--- src/common/rtcctl_pkg.sv ---
// ----------------------------------------------------------------
// constants of the counter control block
// ----------------------------------------------------------------
package rtcctl_pkg;
    localparam int          ADDR_W         = 8;
    localparam int          DATA_W         = 16;
    localparam int          PRESC_W        = 4;
    localparam int          DIV_W          = 10;

    // register byte addresses
    localparam logic [7:0]  CONTROL_ADDR   = 8'h00;
    localparam logic [7:0]  STATUS_ADDR    = 8'h0A;
    localparam logic [7:0]  DEBUG_ADDR     = 8'h0E;

    // control, status and debug field positions
    localparam int          SOFT_RESET_BIT = 0;
    localparam int          ENABLE_BIT     = 1;
    localparam int          MODE_LSB       = 2;
    localparam int          HOUR_FMT_BIT   = 6;
    localparam int          CLEAR_MATCH_BIT = 7;
    localparam int          PRESC_LSB      = 8;
    localparam int          SYNC_PEND_BIT  = 7;
    localparam int          DEBUG_RUN_BIT  = 0;

    localparam logic [15:0] CONTROL_RESET  = 16'h0000;
    localparam logic [15:0] READ_ZERO      = 16'h0000;

    // prescaler codes
    localparam logic [3:0]  PRESC_MAX      = 4'hA;

    // synchronisation length, in source clock ticks
    localparam int          SYNC_TICKS     = 2;

    typedef enum logic [1:0] {
        WIDE_COUNTER_MODE,
        HALF_COUNTER_MODE,
        CALENDAR_MODE,
        RESERVED_MODE
    } rtcctl_mode_t;

    typedef enum logic [1:0] {
        SYNC_IDLE,
        SYNC_ENABLE,
        SYNC_RESET
    } rtcctl_sync_t;
endpackage

--- src/core/rtcctl_ctrl.sv ---
`timescale 1ns/10ps
// Functional notes
// - count clock is source divided by two-power code
// - mode: wide, half counter, calendar, reserved
// - prescaler-only writes never raise busy; mode writes do
// - enable reads back written value immediately
// - enable write sets busy until applied
// - enable zero disabled, one enabled
// - enable and soft reset writable while locked; enable writes lost during soft reset
// - writing zero to soft reset does nothing
// - soft reset restores all but debug, disabled
// - soft reset discards other fields of write
// - soft reset and busy held until done
// - soft reset reads one while in progress
// - clear on match: wide/calendar only, when disabled
// - clear on match resets counter on match
// - hour format in calendar only, when disabled
// - control is protected, guarded, synchronised
// - byte and halfword accesses supported
module rtcctl_ctrl import rtcctl_pkg::*; #(
    parameter int SYNC_LEN = SYNC_TICKS
) (
    // clock and reset
    input  wire logic              mclk,
    input  wire logic              rst,
    // register port
    input  wire logic [ADDR_W-1:0] busAddr,
    input  wire logic [DATA_W-1:0] busWdata,
    input  wire logic [1:0]        busByteEn,
    input  wire logic              busWrite,
    input  wire logic              busRead,
    output logic [DATA_W-1:0]      busRdata,
    // write guard and source clock
    input  wire logic              writeGuard,
    input  wire logic              srcTick,
    // counter side
    input  wire logic              matchHit,
    output logic                   countEnable,
    output logic                   countTick,
    output logic [1:0]             countMode,
    output logic                   clearOnMatch,
    output logic                   hour12Format,
    output logic                   counterClear,
    output logic                   debugRun
);
    // ----------------------------------------------------------
    // state
    // ----------------------------------------------------------
    logic [PRESC_W-1:0] presc_r,   presc_nxt;
    logic [1:0]         mode_r,    mode_nxt;
    logic               match_r,   match_nxt;
    logic               hour_r,    hour_nxt;
    logic               enable_r,  enable_nxt;
    logic               active_r,  active_nxt;
    logic               soft_reset_r,   soft_reset_nxt;
    logic               busy_r,    busy_nxt;
    logic               debug_r,   debug_nxt;
    logic [DATA_W-1:0]  rdata_nxt;
    logic               syncStart;
    logic               syncDone;
    logic               divTick;
    logic               divClr;
    logic               wrCtrl;
    logic               locked;
    logic [DATA_W-1:0]  ctrlView;
    logic [DATA_W-1:0]  laneData;
    logic               wrDebug;
    logic               rdCtrl;
    logic               rdStatus;
    logic               rdDebug;
    logic               countEnable_nxt;
    logic               countTick_nxt;
    logic [1:0]         countMode_nxt;
    logic               clearOnMatch_nxt;
    logic               hour12Format_nxt;
    logic               counterClear_nxt;
    logic               debugRun_nxt;

    // ----------------------------------------------------------
    // mode decoding
    // ----------------------------------------------------------
    // clear on match means nothing to the half counter
    function automatic logic clearAllowed(input logic [1:0] m);
        clearAllowed = (m == 2'(WIDE_COUNTER_MODE))
                    || (m == 2'(CALENDAR_MODE));
    endfunction

    // only the calendar keeps hours
    function automatic logic hourAllowed(input logic [1:0] m);
        hourAllowed = (m == 2'(CALENDAR_MODE));
    endfunction

    // ----------------------------------------------------------
    // address decoding
    // ----------------------------------------------------------
    // reads need no guard: the guard protects writes only
    always_comb begin
        wrDebug  = busWrite && !writeGuard && busByteEn[0]
                && (busAddr == DEBUG_ADDR);
        rdCtrl   = 1'b0;
        rdStatus = 1'b0;
        rdDebug  = 1'b0;
        if (busAddr == CONTROL_ADDR) begin
            rdCtrl = busRead;
        end else if (busAddr == STATUS_ADDR) begin
            rdStatus = busRead;
        end else if (busAddr == DEBUG_ADDR) begin
            rdDebug = busRead;
        end
    end

    // ----------------------------------------------------------
    // register write and synchronisation
    // ----------------------------------------------------------
    always_comb begin
        presc_nxt  = presc_r;
        mode_nxt   = mode_r;
        match_nxt  = match_r;
        hour_nxt   = hour_r;
        enable_nxt = enable_r;
        active_nxt = active_r;
        soft_reset_nxt  = soft_reset_r;
        busy_nxt   = busy_r;
        debug_nxt  = debug_r;
        syncStart  = 1'b0;
        // guarded writes are dropped silently
        wrCtrl = busWrite && !writeGuard
              && (busAddr == CONTROL_ADDR);
        // the enable bit covers both enabled and being enabled
        locked = enable_r || active_r;
        // a finished crossing commits what was pending, soft reset first
        if (syncDone) begin
            if (soft_reset_r) begin
                presc_nxt  = CONTROL_RESET[PRESC_LSB +: PRESC_W];
                mode_nxt   = CONTROL_RESET[MODE_LSB +: 2];
                match_nxt  = CONTROL_RESET[CLEAR_MATCH_BIT];
                hour_nxt   = CONTROL_RESET[HOUR_FMT_BIT];
                enable_nxt = CONTROL_RESET[ENABLE_BIT];
                active_nxt = 1'b0;
                soft_reset_nxt  = 1'b0;
            end else begin
                active_nxt = enable_r;
            end
            busy_nxt = 1'b0;
        end
        if (wrCtrl && busByteEn[0]
            && busWdata[SOFT_RESET_BIT]) begin
            // nothing else in this write survives
            soft_reset_nxt  = 1'b1;
            busy_nxt   = 1'b1;
            enable_nxt = 1'b0;
            syncStart  = 1'b1;
        end else if (wrCtrl && !soft_reset_r) begin
            // writes during a pending soft reset are lost: poll busy
            if (busByteEn[0]) begin
                enable_nxt = busWdata[ENABLE_BIT];
                busy_nxt   = 1'b1;
                syncStart  = 1'b1;
                if (!locked) begin
                    mode_nxt  = busWdata[MODE_LSB +: 2];
                    match_nxt = busWdata[CLEAR_MATCH_BIT];
                    hour_nxt  = busWdata[HOUR_FMT_BIT];
                end
            end
            if (busByteEn[1] && !locked) begin
                presc_nxt = busWdata[PRESC_LSB +: PRESC_W];
            end
        end
        // debug control is outside the soft reset
        if (wrDebug) begin
            debug_nxt = busWdata[DEBUG_RUN_BIT];
        end
    end

    always_ff @(posedge mclk or posedge rst) begin
        if (rst) begin
            presc_r  <= CONTROL_RESET[PRESC_LSB +: PRESC_W];
            mode_r   <= CONTROL_RESET[MODE_LSB +: 2];
            match_r  <= 1'b0;
            hour_r   <= 1'b0;
            enable_r <= 1'b0;
            active_r <= 1'b0;
            soft_reset_r  <= 1'b0;
            busy_r   <= 1'b0;
            debug_r  <= 1'b0;
        end else begin
            presc_r  <= presc_nxt;
            mode_r   <= mode_nxt;
            match_r  <= match_nxt;
            hour_r   <= hour_nxt;
            enable_r <= enable_nxt;
            active_r <= active_nxt;
            soft_reset_r  <= soft_reset_nxt;
            busy_r   <= busy_nxt;
            debug_r  <= debug_nxt;
        end
    end

    // ----------------------------------------------------------
    // read port
    // ----------------------------------------------------------
    always_comb begin
        ctrlView = READ_ZERO;
        ctrlView[PRESC_LSB +: PRESC_W] = presc_r;
        ctrlView[CLEAR_MATCH_BIT]      = match_r;
        ctrlView[HOUR_FMT_BIT]         = hour_r;
        ctrlView[MODE_LSB +: 2]        = mode_r;
        ctrlView[ENABLE_BIT]           = enable_r;
        ctrlView[SOFT_RESET_BIT]       = soft_reset_r;
        rdata_nxt = READ_ZERO;
        // status holds only the pending flag, all else reads zero
        if (rdCtrl) begin
            rdata_nxt = ctrlView;
        end else if (rdStatus) begin
            rdata_nxt[SYNC_PEND_BIT] = busy_r;
        end else if (rdDebug) begin
            rdata_nxt[DEBUG_RUN_BIT] = debug_r;
        end
    end

    // ----------------------------------------------------------
    // byte lanes
    // ----------------------------------------------------------
    // a byte read never shows the neighbouring field, so software
    // may read either half on its own
    generate
        for (genvar lane = 0; lane < DATA_W / 8; lane++) begin : gLane
            assign laneData[lane*8 +: 8] = busByteEn[lane]
                                         ? rdata_nxt[lane*8 +: 8]
                                         : 8'h00;
        end
    endgenerate

    // ----------------------------------------------------------
    // counter side outputs
    // ----------------------------------------------------------
    // the divider restarts on every enable, so the first count tick
    // comes one full period after the enable has taken effect
    assign divClr = soft_reset_r || !active_r;

    always_comb begin
        countEnable_nxt  = active_r;
        countTick_nxt    = divTick && active_r;
        countMode_nxt    = mode_r;
        clearOnMatch_nxt = match_r && clearAllowed(mode_r);
        hour12Format_nxt = hour_r && hourAllowed(mode_r);
        // judged on the applied state, so no clear lands mid-switch
        counterClear_nxt = matchHit && countEnable && clearOnMatch;
        debugRun_nxt     = debug_r;
    end

    always_ff @(posedge mclk or posedge rst) begin
        if (rst) begin
            busRdata     <= READ_ZERO;
            countEnable  <= 1'b0;
            countTick    <= 1'b0;
            countMode    <= 2'(WIDE_COUNTER_MODE);
            clearOnMatch <= 1'b0;
            hour12Format <= 1'b0;
            counterClear <= 1'b0;
            debugRun     <= 1'b0;
        end else begin
            busRdata     <= laneData;
            countEnable  <= countEnable_nxt;
            countTick    <= countTick_nxt;
            countMode    <= countMode_nxt;
            clearOnMatch <= clearOnMatch_nxt;
            hour12Format <= hour12Format_nxt;
            counterClear <= counterClear_nxt;
            debugRun     <= debugRun_nxt;
        end
    end

    // ----------------------------------------------------------
    // submodules
    // ----------------------------------------------------------
    // reserved codes are clamped inside the divider
    rtcctl_prescaler #(
        .DIV_WIDTH (DIV_W)
    ) uPresc (
        .mclk    (mclk),
        .rst     (rst),
        .clr     (divClr),
        .code    (presc_r),
        .srcTick (srcTick),
        .divTick (divTick)
    );

    // the crossing is only modelled here; a real count domain needs
    // a toggle handshake in place of this tick counter
    rtcctl_sync_delay #(
        .TICKS (SYNC_LEN)
    ) uSync (
        .mclk    (mclk),
        .rst     (rst),
        .start   (syncStart),
        .srcTick (srcTick),
        .done    (syncDone)
    );
endmodule // rtcctl_ctrl

--- src/core/rtcctl_prescaler.sv ---
`timescale 1ns/10ps
// ----------------------------------------------------------------
// power-of-two divider of the source clock ticks
// ----------------------------------------------------------------
module rtcctl_prescaler import rtcctl_pkg::*; #(
    parameter int DIV_WIDTH = DIV_W
) (
    // clock and reset
    input  wire logic               mclk,
    input  wire logic               rst,
    // control
    input  wire logic               clr,
    input  wire logic [PRESC_W-1:0] code,
    input  wire logic               srcTick,
    // result
    output logic                    divTick
);
    logic [DIV_WIDTH-1:0] cnt_r;
    logic [DIV_WIDTH-1:0] cnt_nxt;
    logic                 divTick_nxt;
    logic [DIV_WIDTH-1:0] last;
    logic [PRESC_W-1:0]   useCode;

    always_comb begin
        // reserved codes run at the slowest legal rate
        useCode     = (code > PRESC_MAX) ? PRESC_MAX : code;
        last        = DIV_WIDTH'((1 << useCode) - 1);
        cnt_nxt     = cnt_r;
        divTick_nxt = 1'b0;
        if (clr) begin
            cnt_nxt = '0;
        end else if (srcTick) begin
            if (cnt_r >= last) begin
                cnt_nxt     = '0;
                divTick_nxt = 1'b1;
            end else begin
                cnt_nxt = cnt_r + 1'b1;
            end
        end
    end

    always_ff @(posedge mclk or posedge rst) begin
        if (rst) begin
            cnt_r  <= '0;
            divTick <= 1'b0;
        end else begin
            cnt_r  <= cnt_nxt;
            divTick <= divTick_nxt;
        end
    end
endmodule // rtcctl_prescaler

--- src/core/rtcctl_sync_delay.sv ---
`timescale 1ns/10ps
// ----------------------------------------------------------------
// models the crossing into the count domain: done after N ticks
// ----------------------------------------------------------------
module rtcctl_sync_delay import rtcctl_pkg::*; #(
    parameter int TICKS = SYNC_TICKS
) (
    // clock and reset
    input  wire logic mclk,
    input  wire logic rst,
    // handshake
    input  wire logic start,
    input  wire logic srcTick,
    output logic      done
);
    logic [7:0] cnt_r;
    logic [7:0] cnt_nxt;
    logic       run_r;
    logic       run_nxt;
    logic       done_nxt;

    always_comb begin
        cnt_nxt  = cnt_r;
        run_nxt  = run_r;
        done_nxt = 1'b0;
        if (start) begin
            // a new request restarts the transfer
            run_nxt = 1'b1;
            cnt_nxt = '0;
        end else if (run_r && srcTick) begin
            if (cnt_r == 8'(TICKS - 1)) begin
                run_nxt  = 1'b0;
                done_nxt = 1'b1;
            end else begin
                cnt_nxt = cnt_r + 8'h01;
            end
        end
    end

    always_ff @(posedge mclk or posedge rst) begin
        if (rst) begin
            cnt_r <= '0;
            run_r <= 1'b0;
            done  <= 1'b0;
        end else begin
            cnt_r <= cnt_nxt;
            run_r <= run_nxt;
            done  <= done_nxt;
        end
    end
endmodule // rtcctl_sync_delay

--- config.mk ---
export PLATFORM = sky130hd
export DESIGN_NAME = rtcctl_ctrl
export DESIGN_NICKNAME = d
export VERILOG_FILES = /design/src/common/rtcctl_pkg.sv /design/src/core/rtcctl_ctrl.sv /design/src/core/rtcctl_prescaler.sv /design/src/core/rtcctl_sync_delay.sv
export SDC_FILE = /design/constraint.sdc
export NUM_CORES = 1
export LEC_CHECK = 0
export ABC_AREA = 1
export CAP_MARGIN = 20
export CORE_ASPECT_RATIO = 1.4
export CORE_UTILIZATION = 40
export CTS_CLUSTER_DIAMETER = 30
export DETAILED_ROUTE_END_ITERATION = 12
export DONT_BUFFER_PORTS = 1
export HOLD_SLACK_MARGIN = 0.02
export SLEW_MARGIN = 20
export SYNTH_ARGS = -nofsm -noshare
export SYNTH_HDL_FRONTEND = slang
export SYNTH_HIERARCHICAL = 1
export SYNTH_SLANG_ARGS = --single-unit
--- constraint.sdc ---
create_clock -name mclk -period 5.9 [get_ports mclk]
set_input_delay 0.59 -clock mclk [delete_from_list [all_inputs] [get_ports mclk]]
set_output_delay 0.59 -clock mclk [all_outputs]
set_load 0.05 [all_outputs]
==> flow_summary_export.csv, run 1 <==
group,metric,value,unit
synthesis,yosys_most_used_dff,"dfrtp_1",
outcome,outcome,"completed",
final_layout,area_delta_synth_final,5.84,%
die,io-pin-count,57,
pwr,p_total,0.637,mW
worst_setup_path,reg2reg_depth,16,
place,portBuffers,0,
grt,grtUsageMet1,0.201,
worst_setup_path,slowest_delay,0.49,ns
die,row_count,37,
synthesis,ys_seq_elements,52,
die,die_area,0.00818,mm²
timing,finalSetupViolCount,0,
worst_setup_path,crit_chain,"nor2_2 -> nand3_1 -> ha_1 -> nand2_1 -> xor2_1 -> inv_1 -> ha_1 -> nand2_1 -> inv_2 -> nand2_1 -> nand2_1 -> nand2_1 -> nand2_1 -> nor2_4 -> nand4_1 -> nand2_1",
clock_tree,clock_latency,0.32,ns
clock_tree,cts_setup_buffers,0,
grt,grt_max_degree,32,
worst_setup_path,worst_setup_path_end_kind,"flop",
timing,fin_crit_sh,0.443,
grt,use_met2,0.298,
clock_tree,clk_pin_slew,0.11,ns
worst_setup_path,crit_top_cell,"nand2_1",
synthesis,synth_area_leaders,"dfrtp_1 42%, nand2_1 12%, inv_1 6.6%",
worst_setup_path,worstPathRequired,6.16,ns
clock_tree,cts_num_sinks,52,
timing,fin_crit,2.61,ns
die,dieWidth,76.7,µm
timing,slew_headroom,0.501,
die,start_util,0.420,
worst_setup_path,critPathLaunchType,"flop",
routing,vias,2412,
routing,dr.pass1.iters,4,
routing,remaining_drc_errors,0,
synthesis,synth_area_per_cell,7.94,µm²
timing,slew_violations,0,
clock_tree,ctsResizeCount,0,
final_layout,fin_area,0.00331,mm²
synthesis,synth_area,0.00313,mm²
synthesis,synth_largest_area_cell,"dfrtp_1",
synthesis,synth_cell_types,35,
routing,post_drt_wl_per_cell,12.7,µm
clock_tree,cts_htree_levels,2,
synthesis,synth_common_cells,"100 x nand2_1, 55 x inv_1, 52 x dfrtp_1",
grt,grt_pass1_wl,11100,µm
place,dp.cells,489,
final_layout,register_area,0.00130,mm²
routing,first_iter_violations,86,
grt,antenna_found_initial,0,
final_layout,drive_gt1_frac,0.155,
final_layout,fin_nets,446,
grt,grt.overflow.total,0,
final_layout,fill_cells,733,
worst_setup_path,path_class,"reg2reg",
synthesis,postSynth.asyncResetShare,1.00,
synthesis,synthCells,394,
pwr,peakVddDrop,0.000110,V
final_layout,instances_no_fill,497,
timing,tightest_slew,0.746,ns
routing,viasPerCell,4.85,
place,place_hpwl,4840,µm
timing,rsz0062_at_grt,"no",
pwr,power_density,192,mW/mm²
routing,wl,6330,µm
grt,grt_pass1_vias,2336,
pwr,leakagePower,1.92,nW
routing,ant_nets,0,
grt,top_usage_layer,"met2",
timing,max_freq,383,MHz
die,core,0.00745,mm²
final_layout,antenna-diode-count,0,
synthesis,synth_top_area_share,0.416,
synthesis,ys_warn_count,6,
timing,finalClockSkew,0.00852,ns
worst_setup_path,slowest_stage,"dfrtp_1",
place,gp_congestion,0.800,
min_path,worst_hold_path_type,"in2async",
worst_setup_path,cp_max_fo,10,
clock_tree,cts_made_buffers,5,
synthesis,synth_most_common_cell,"nand2_1",
place,dpl_cell_area,0.00321,mm²
grt,grt_usage,0.172,
job,maxCapViolCount,0,
final_layout,multi_input_area,0.00154,mm²
timing,hold_viol,0,
synthesis,synth-edff-count,0,
clock_tree,cts_tree,"done",
synthesis,yosysSeqAreaShare,0.416,
timing,finalSetupTns,0,ns
clock_tree,hold_buffers,0,
clock_tree,clock_path_buffers,2,
clock_tree,root_buffer,"clkbuf_8",
grt,grt_use_met3,0.0383,
worst_setup_path,critical_path_arrival,2.87,ns
die,die_y,107,µm
==> through the flow <==
step                      utilization  setup slack [ns]  hold WS, ns
after floorplan                     -              3.72        0.374
after global placement          0.431              3.37        0.395
after detailed placement        0.431              3.32        0.397
after CTS                       0.444              3.27        0.137
after global routing            0.444              3.05        0.156
final                           0.444              3.29        0.134
==> where the power goes <==
part	switching, mW	internal, mW	total [mW]
sequential	0.00673	0.361	0.368
combinational	0.0365	0.0135	0.0500
clock	0.132	0.0874	0.219
==> cell families after synthesis <==
family / count (synthesis) / synth area share
compound gates: 30 / 0.0596
xor+xnor: 4 / 0.0112
fa+ha+maj: 14 / 0.0560
buf+inv: 73 / 0.0976
flops: 52 / 0.416
other cells: 1 / 0.00120
simple gates: 220 / 0.358
==> critical path, delay by kind of cell, from the launching register on <==
family	cells	cell delay, ns
xor+xnor	1	0.15
flops	1	0.49
fa+ha+maj	2	0.51
simple gates	11	1.30
buf+inv	2	0.11
==> layout make-up <==
| class | count | area share |
|---|---|---|
| multi-input cells | 274 | 0.465 |
| clock buffers | 5 | 0.0208 |
| well taps | 97 | 0.0367 |
| inverters | 65 | 0.0737 |
| repair buffers | 1 | 0.00227 |
| clock inverters | 3 | 0.00831 |
| flip-flops and latches | 52 | 0.393 |
==> sequential cells by signal (all words and copies together) (netlist names), 2 cells and up <==
signal / cells
uPresc/cnt_r: 10
uSync/cnt_r: 8
countMode_nxt: 2
presc_r: 4
busRdata: 10
countMode: 2
==> layer usage <==
layer	part of all wire	up-vias	wire (µm)
met5	0	-	0
met4	0.020	0	125
met3	0.038	11	242
met2	0.52	36	3260
met1	0.43	1118	2700
li1	-	1247	-
==> cells in the final DEF, fill, tap and decap left out, types with 2 or more instances in the layout <==
cell	n
clkbuf_8	5
nor3_1	4
inv_1	55
nand2_2	11
a21oi_1	5
o21ai_0	7
nand4_1	17
nor2_4	8
xor2_1	3
o21bai_2	2
nand3_1	30
nand4_2	2
ha_1	14
a21o_1	2
clkinv_1	2
o21ai_1	7
nor2_1	28
inv_2	8
nor2_8	2
nor2_2	12
o21ai_2	3
dfrtp_1	52
nand2_4	2
nand2_1	100
o22ai_1	2
conb_1	6
==> final timing paths <==
| kind | start | endpoint | slack [ns] |
|---|---|---|---|
| min in group mclk | busWdata[9] | presc_r[1]$_DFF_PP0_ | 0.39 |
| max reg2reg | presc_r[3]$_DFF_PP0_ | uPresc/cnt_r[8]$_DFFE_PP0P_ | 3.29 |
| max in group asynchronous | rst | enable_r$_DFF_PP0_ | 5.40 |
| min reg2reg | debugRun_nxt$_DFFE_PP0P_ | debugRun$_DFF_PP0_ | 0.42 |
| max | presc_r[3]$_DFF_PP0_ | uPresc/cnt_r[8]$_DFFE_PP0P_ | 3.29 |
| min | rst | uSync/cnt_r[4]$_DFFE_PP0P_ | 0.13 |
No activity file was read; power rests on OpenSTA's default activity.
==> run 2: changes to the inputs <==
==> constraint.sdc (replaced) <==
create_clock -name mclk -period 2.7 [get_ports mclk]
set_input_delay 0.27 -clock mclk [delete_from_list [all_inputs] [get_ports mclk]]
set_output_delay 0.27 -clock mclk [all_outputs]
set_load 0.05 [all_outputs]
==> run 2 against run 1 <==
Effect of this change:
- sequential share of layout area shrank 0.58 points
- critical path depth is the same
- global-route usage grew 0.29 points
- register-to-register slack lost 3.0 ns
- core utilization grew 0.76 points
- first-iteration DRC count grew 20%
- critical path type unchanged
- final cell count grew 1.0%
- worst setup slack lost 3.0 ns
- clock skew shrank 0.0059 ns
- hold slack lost 0.049 ns
==> flow_summary_export.csv, run 2 (same netlist as run 1, synthesis figures left out) <==
group,metric,value,unit
pwr,leakagePower,1.94,nW
worst_setup_path,worstPathRequired,2.95,ns
clock_tree,root_buffer,"clkbuf_8",
die,row_count,37,
timing,hold_viol,0,
routing,vias,2437,
final_layout,drive_gt1_frac,0.173,
worst_setup_path,cp_max_fo,5,
grt,top_usage_layer,"met2",
timing,slew_headroom,0.541,
place,dpl_cell_area,0.00324,mm²
timing,max_freq,407,MHz
final_layout,fin_area,0.00337,mm²
routing,ant_nets,0,
routing,dr.pass1.iters,4,
worst_setup_path,r2r_setup_slack,0.24,ns
timing,fin_crit,2.46,ns
die,io-pin-count,57,
worst_setup_path,crit_chain,"a21oi_1 -> nand3_1 -> ha_1 -> nand2_2 -> xor2_1 -> inv_1 -> ha_1 -> nand2_1 -> inv_2 -> nand2_1 -> nand2_1 -> nand2_1 -> nand2_2 -> nor2_4 -> nand4_1 -> nand2_1",
die,core,0.00745,mm²
die,dieWidth,76.7,µm
routing,first_iter_violations,103,
worst_setup_path,worstReg2RegEnd,"uPresc/cnt_r[8]$_DFFE_PP0P_",
worst_setup_path,critPathLaunchType,"flop",
worst_setup_path,path_class,"reg2reg",
timing,finalSetupViolCount,0,
worst_setup_path,slowest_stage,"dfrtp_2",
routing,viasPerCell,4.85,
min_path,worstHoldPathCells,2,
worst_setup_path,critPathTopFamily,"simple AND/OR/NAND/NOR gates",
min_path,worst_hold_path_type,"in2reg",
grt,grt_pass1_vias,2426,
final_layout,final_common_cell,"nand2_1",
worst_setup_path,reg2reg_from,"presc_r[2]$_DFF_PP0_",
clock_tree,cts_htree_levels,2,
worst_setup_path,slowest_delay,0.45,ns
routing,remaining_drc_errors,0,
timing,fin_crit_sh,0.910,
worst_setup_path,reg2reg_depth,16,
final_layout,fin_nets,451,
clock_tree,cts_setup_buffers,0,
final_layout,area_delta_synth_final,7.64,%
timing,tightest_slew,0.686,ns
grt,grt.overflow.total,0,
timing,slew_violations,0,
final_layout,antenna-diode-count,0,
clock_tree,cts_num_sinks,52,
routing,wl,6430,µm
clock_tree,cts_tree,"done",
job,maxCapViolCount,0,
final_layout,mostFrequentLayoutCells,"98 x nand2_1, 55 x inv_1, 50 x dfrtp_1",
grt,antenna_found_initial,0,
grt,grt_pass1_wl,11400,µm
grt,use_met2,0.309,
place,portBuffers,0,
worst_setup_path,crit_top_cell,"nand2_1",
clock_tree,clk_pin_slew,0.10,ns
worst_setup_path,worst_setup_path_end_kind,"flop",
min_path,hold_path_end,"presc_r[3]$_DFF_PP0_",
grt,grt_use_met3,0.0306,
place,gp_congestion,0.792,
grt,grtUsageMet1,0.206,
grt,grt_max_degree,32,
grt,grt_usage,0.175,
final_layout,largestRegisters,"busRdata x10, uPresc/cnt_r x10, uSync/cnt_r x8",
clock_tree,clock_latency,0.31,ns
die,die_area,0.00818,mm²
timing,rsz0062_at_grt,"no",
outcome,outcome,"completed",
worst_setup_path,critical_path_arrival,2.70,ns
clock_tree,cts_made_buffers,5,
die,start_util,0.420,
pwr,power_density,410,mW/mm²
worst_setup_path,worst-path-buf-inv,2,
final_layout,utilization,0.452,
min_path,min_from,"busWdata[11]",
timing,hold_ws,0.0850,ns
pwr,peakVddDrop,0.000239,V
place,place_hpwl,4910,µm
timing,finalSetupTns,0,ns
timing,finalClockSkew,0.00261,ns
routing,post_drt_wl_per_cell,12.8,µm
die,die_y,107,µm
clock_tree,clock_path_buffers,2,
-- run 2: cell types whose count changed in the layout (fill, tap and decap cells not counted), sizes merged --
cell	previous run	this run
nor2	50	51
dlygate4sd3	0	1
buf	1	4
-- run 2: through the flow --
step / total power, mW / worst slack (ns) / cells
after global placement: 0.929 / 0.260 / 492
final: 1.38 / 0.244 / 502
after floorplan: 0.922 / 0.519 / 399
after detailed placement: 0.930 / 0.222 / 492
after CTS: 1.41 / 0.185 / 501
after global routing: 1.46 / 0.0275 / 502
-- run 2: repair_timing --
| action | CTS | global route |
|---|---|---|
| gates resized for setup | 0 | 6 |
| hold endpoints to repair | 52 | 0 |
| hold buffers | 1 | 0 |
| endpoints found under the setup margin | 0 | 10 |
-- run 2: layout make-up --
class,count,area (µm²)
well taps,97,121
multi-input cells,275,1560
fillers,761,4090
inverters,65,244
clock inverters,3,27.5
flip-flops and latches,52,1300
clock buffers,5,68.8
repair buffers,5,40.0
-- run 2: how the worst max path moves through the flow --
stage	startpoint	to	slack, ns	depth (start not counted)
floorplan	presc_r[3]$_DFF_PP0_	uPresc/cnt_r[2]$_DFFE_PP0P_	0.52	16
detailed placement	presc_r[3]$_DFF_PP0_	uPresc/cnt_r[5]$_DFFE_PP0P_	0.22	16
finish	presc_r[2]$_DFF_PP0_	uPresc/cnt_r[8]$_DFFE_PP0P_	0.24	16
global route	presc_r[2]$_DFF_PP0_	uPresc/cnt_r[9]$_DFFE_PP0P_	0.03	16
CTS	presc_r[3]$_DFF_PP0_	uPresc/cnt_r[5]$_DFFE_PP0P_	0.19	16
global placement	presc_r[3]$_DFF_PP0_	uPresc/cnt_r[8]$_DFFE_PP0P_	0.26	16
-- run 2: worst register-to-register path, cell delays in order (launching register included) --
cell and delay, ns:
dfrtp_2 0.45, a21oi_1 0.21, nand3_1 0.16, ha_1 0.25, nand2_2 0.10, xor2_1 0.14
inv_1 0.06, ha_1 0.26, nand2_1 0.09, inv_2 0.04, nand2_1 0.05, nand2_1 0.04
nand2_1 0.06, nand2_2 0.10, nor2_4 0.19, nand4_1 0.10, nand2_1 0.09
-- run 2: where the power goes --
part	internal (mW)	leakage [nW]	switching [mW]
combinational	0.0303	1.23	0.0812
sequential	0.788	0.665	0.0147
clock	0.191	0.0463	0.275
-- run 2: layer usage --
metal,part of all wire,routed length [µm]
met1,0.42,2720
met2,0.52,3320
met3,0.038,243
met4,0.022,142
met5,0,0
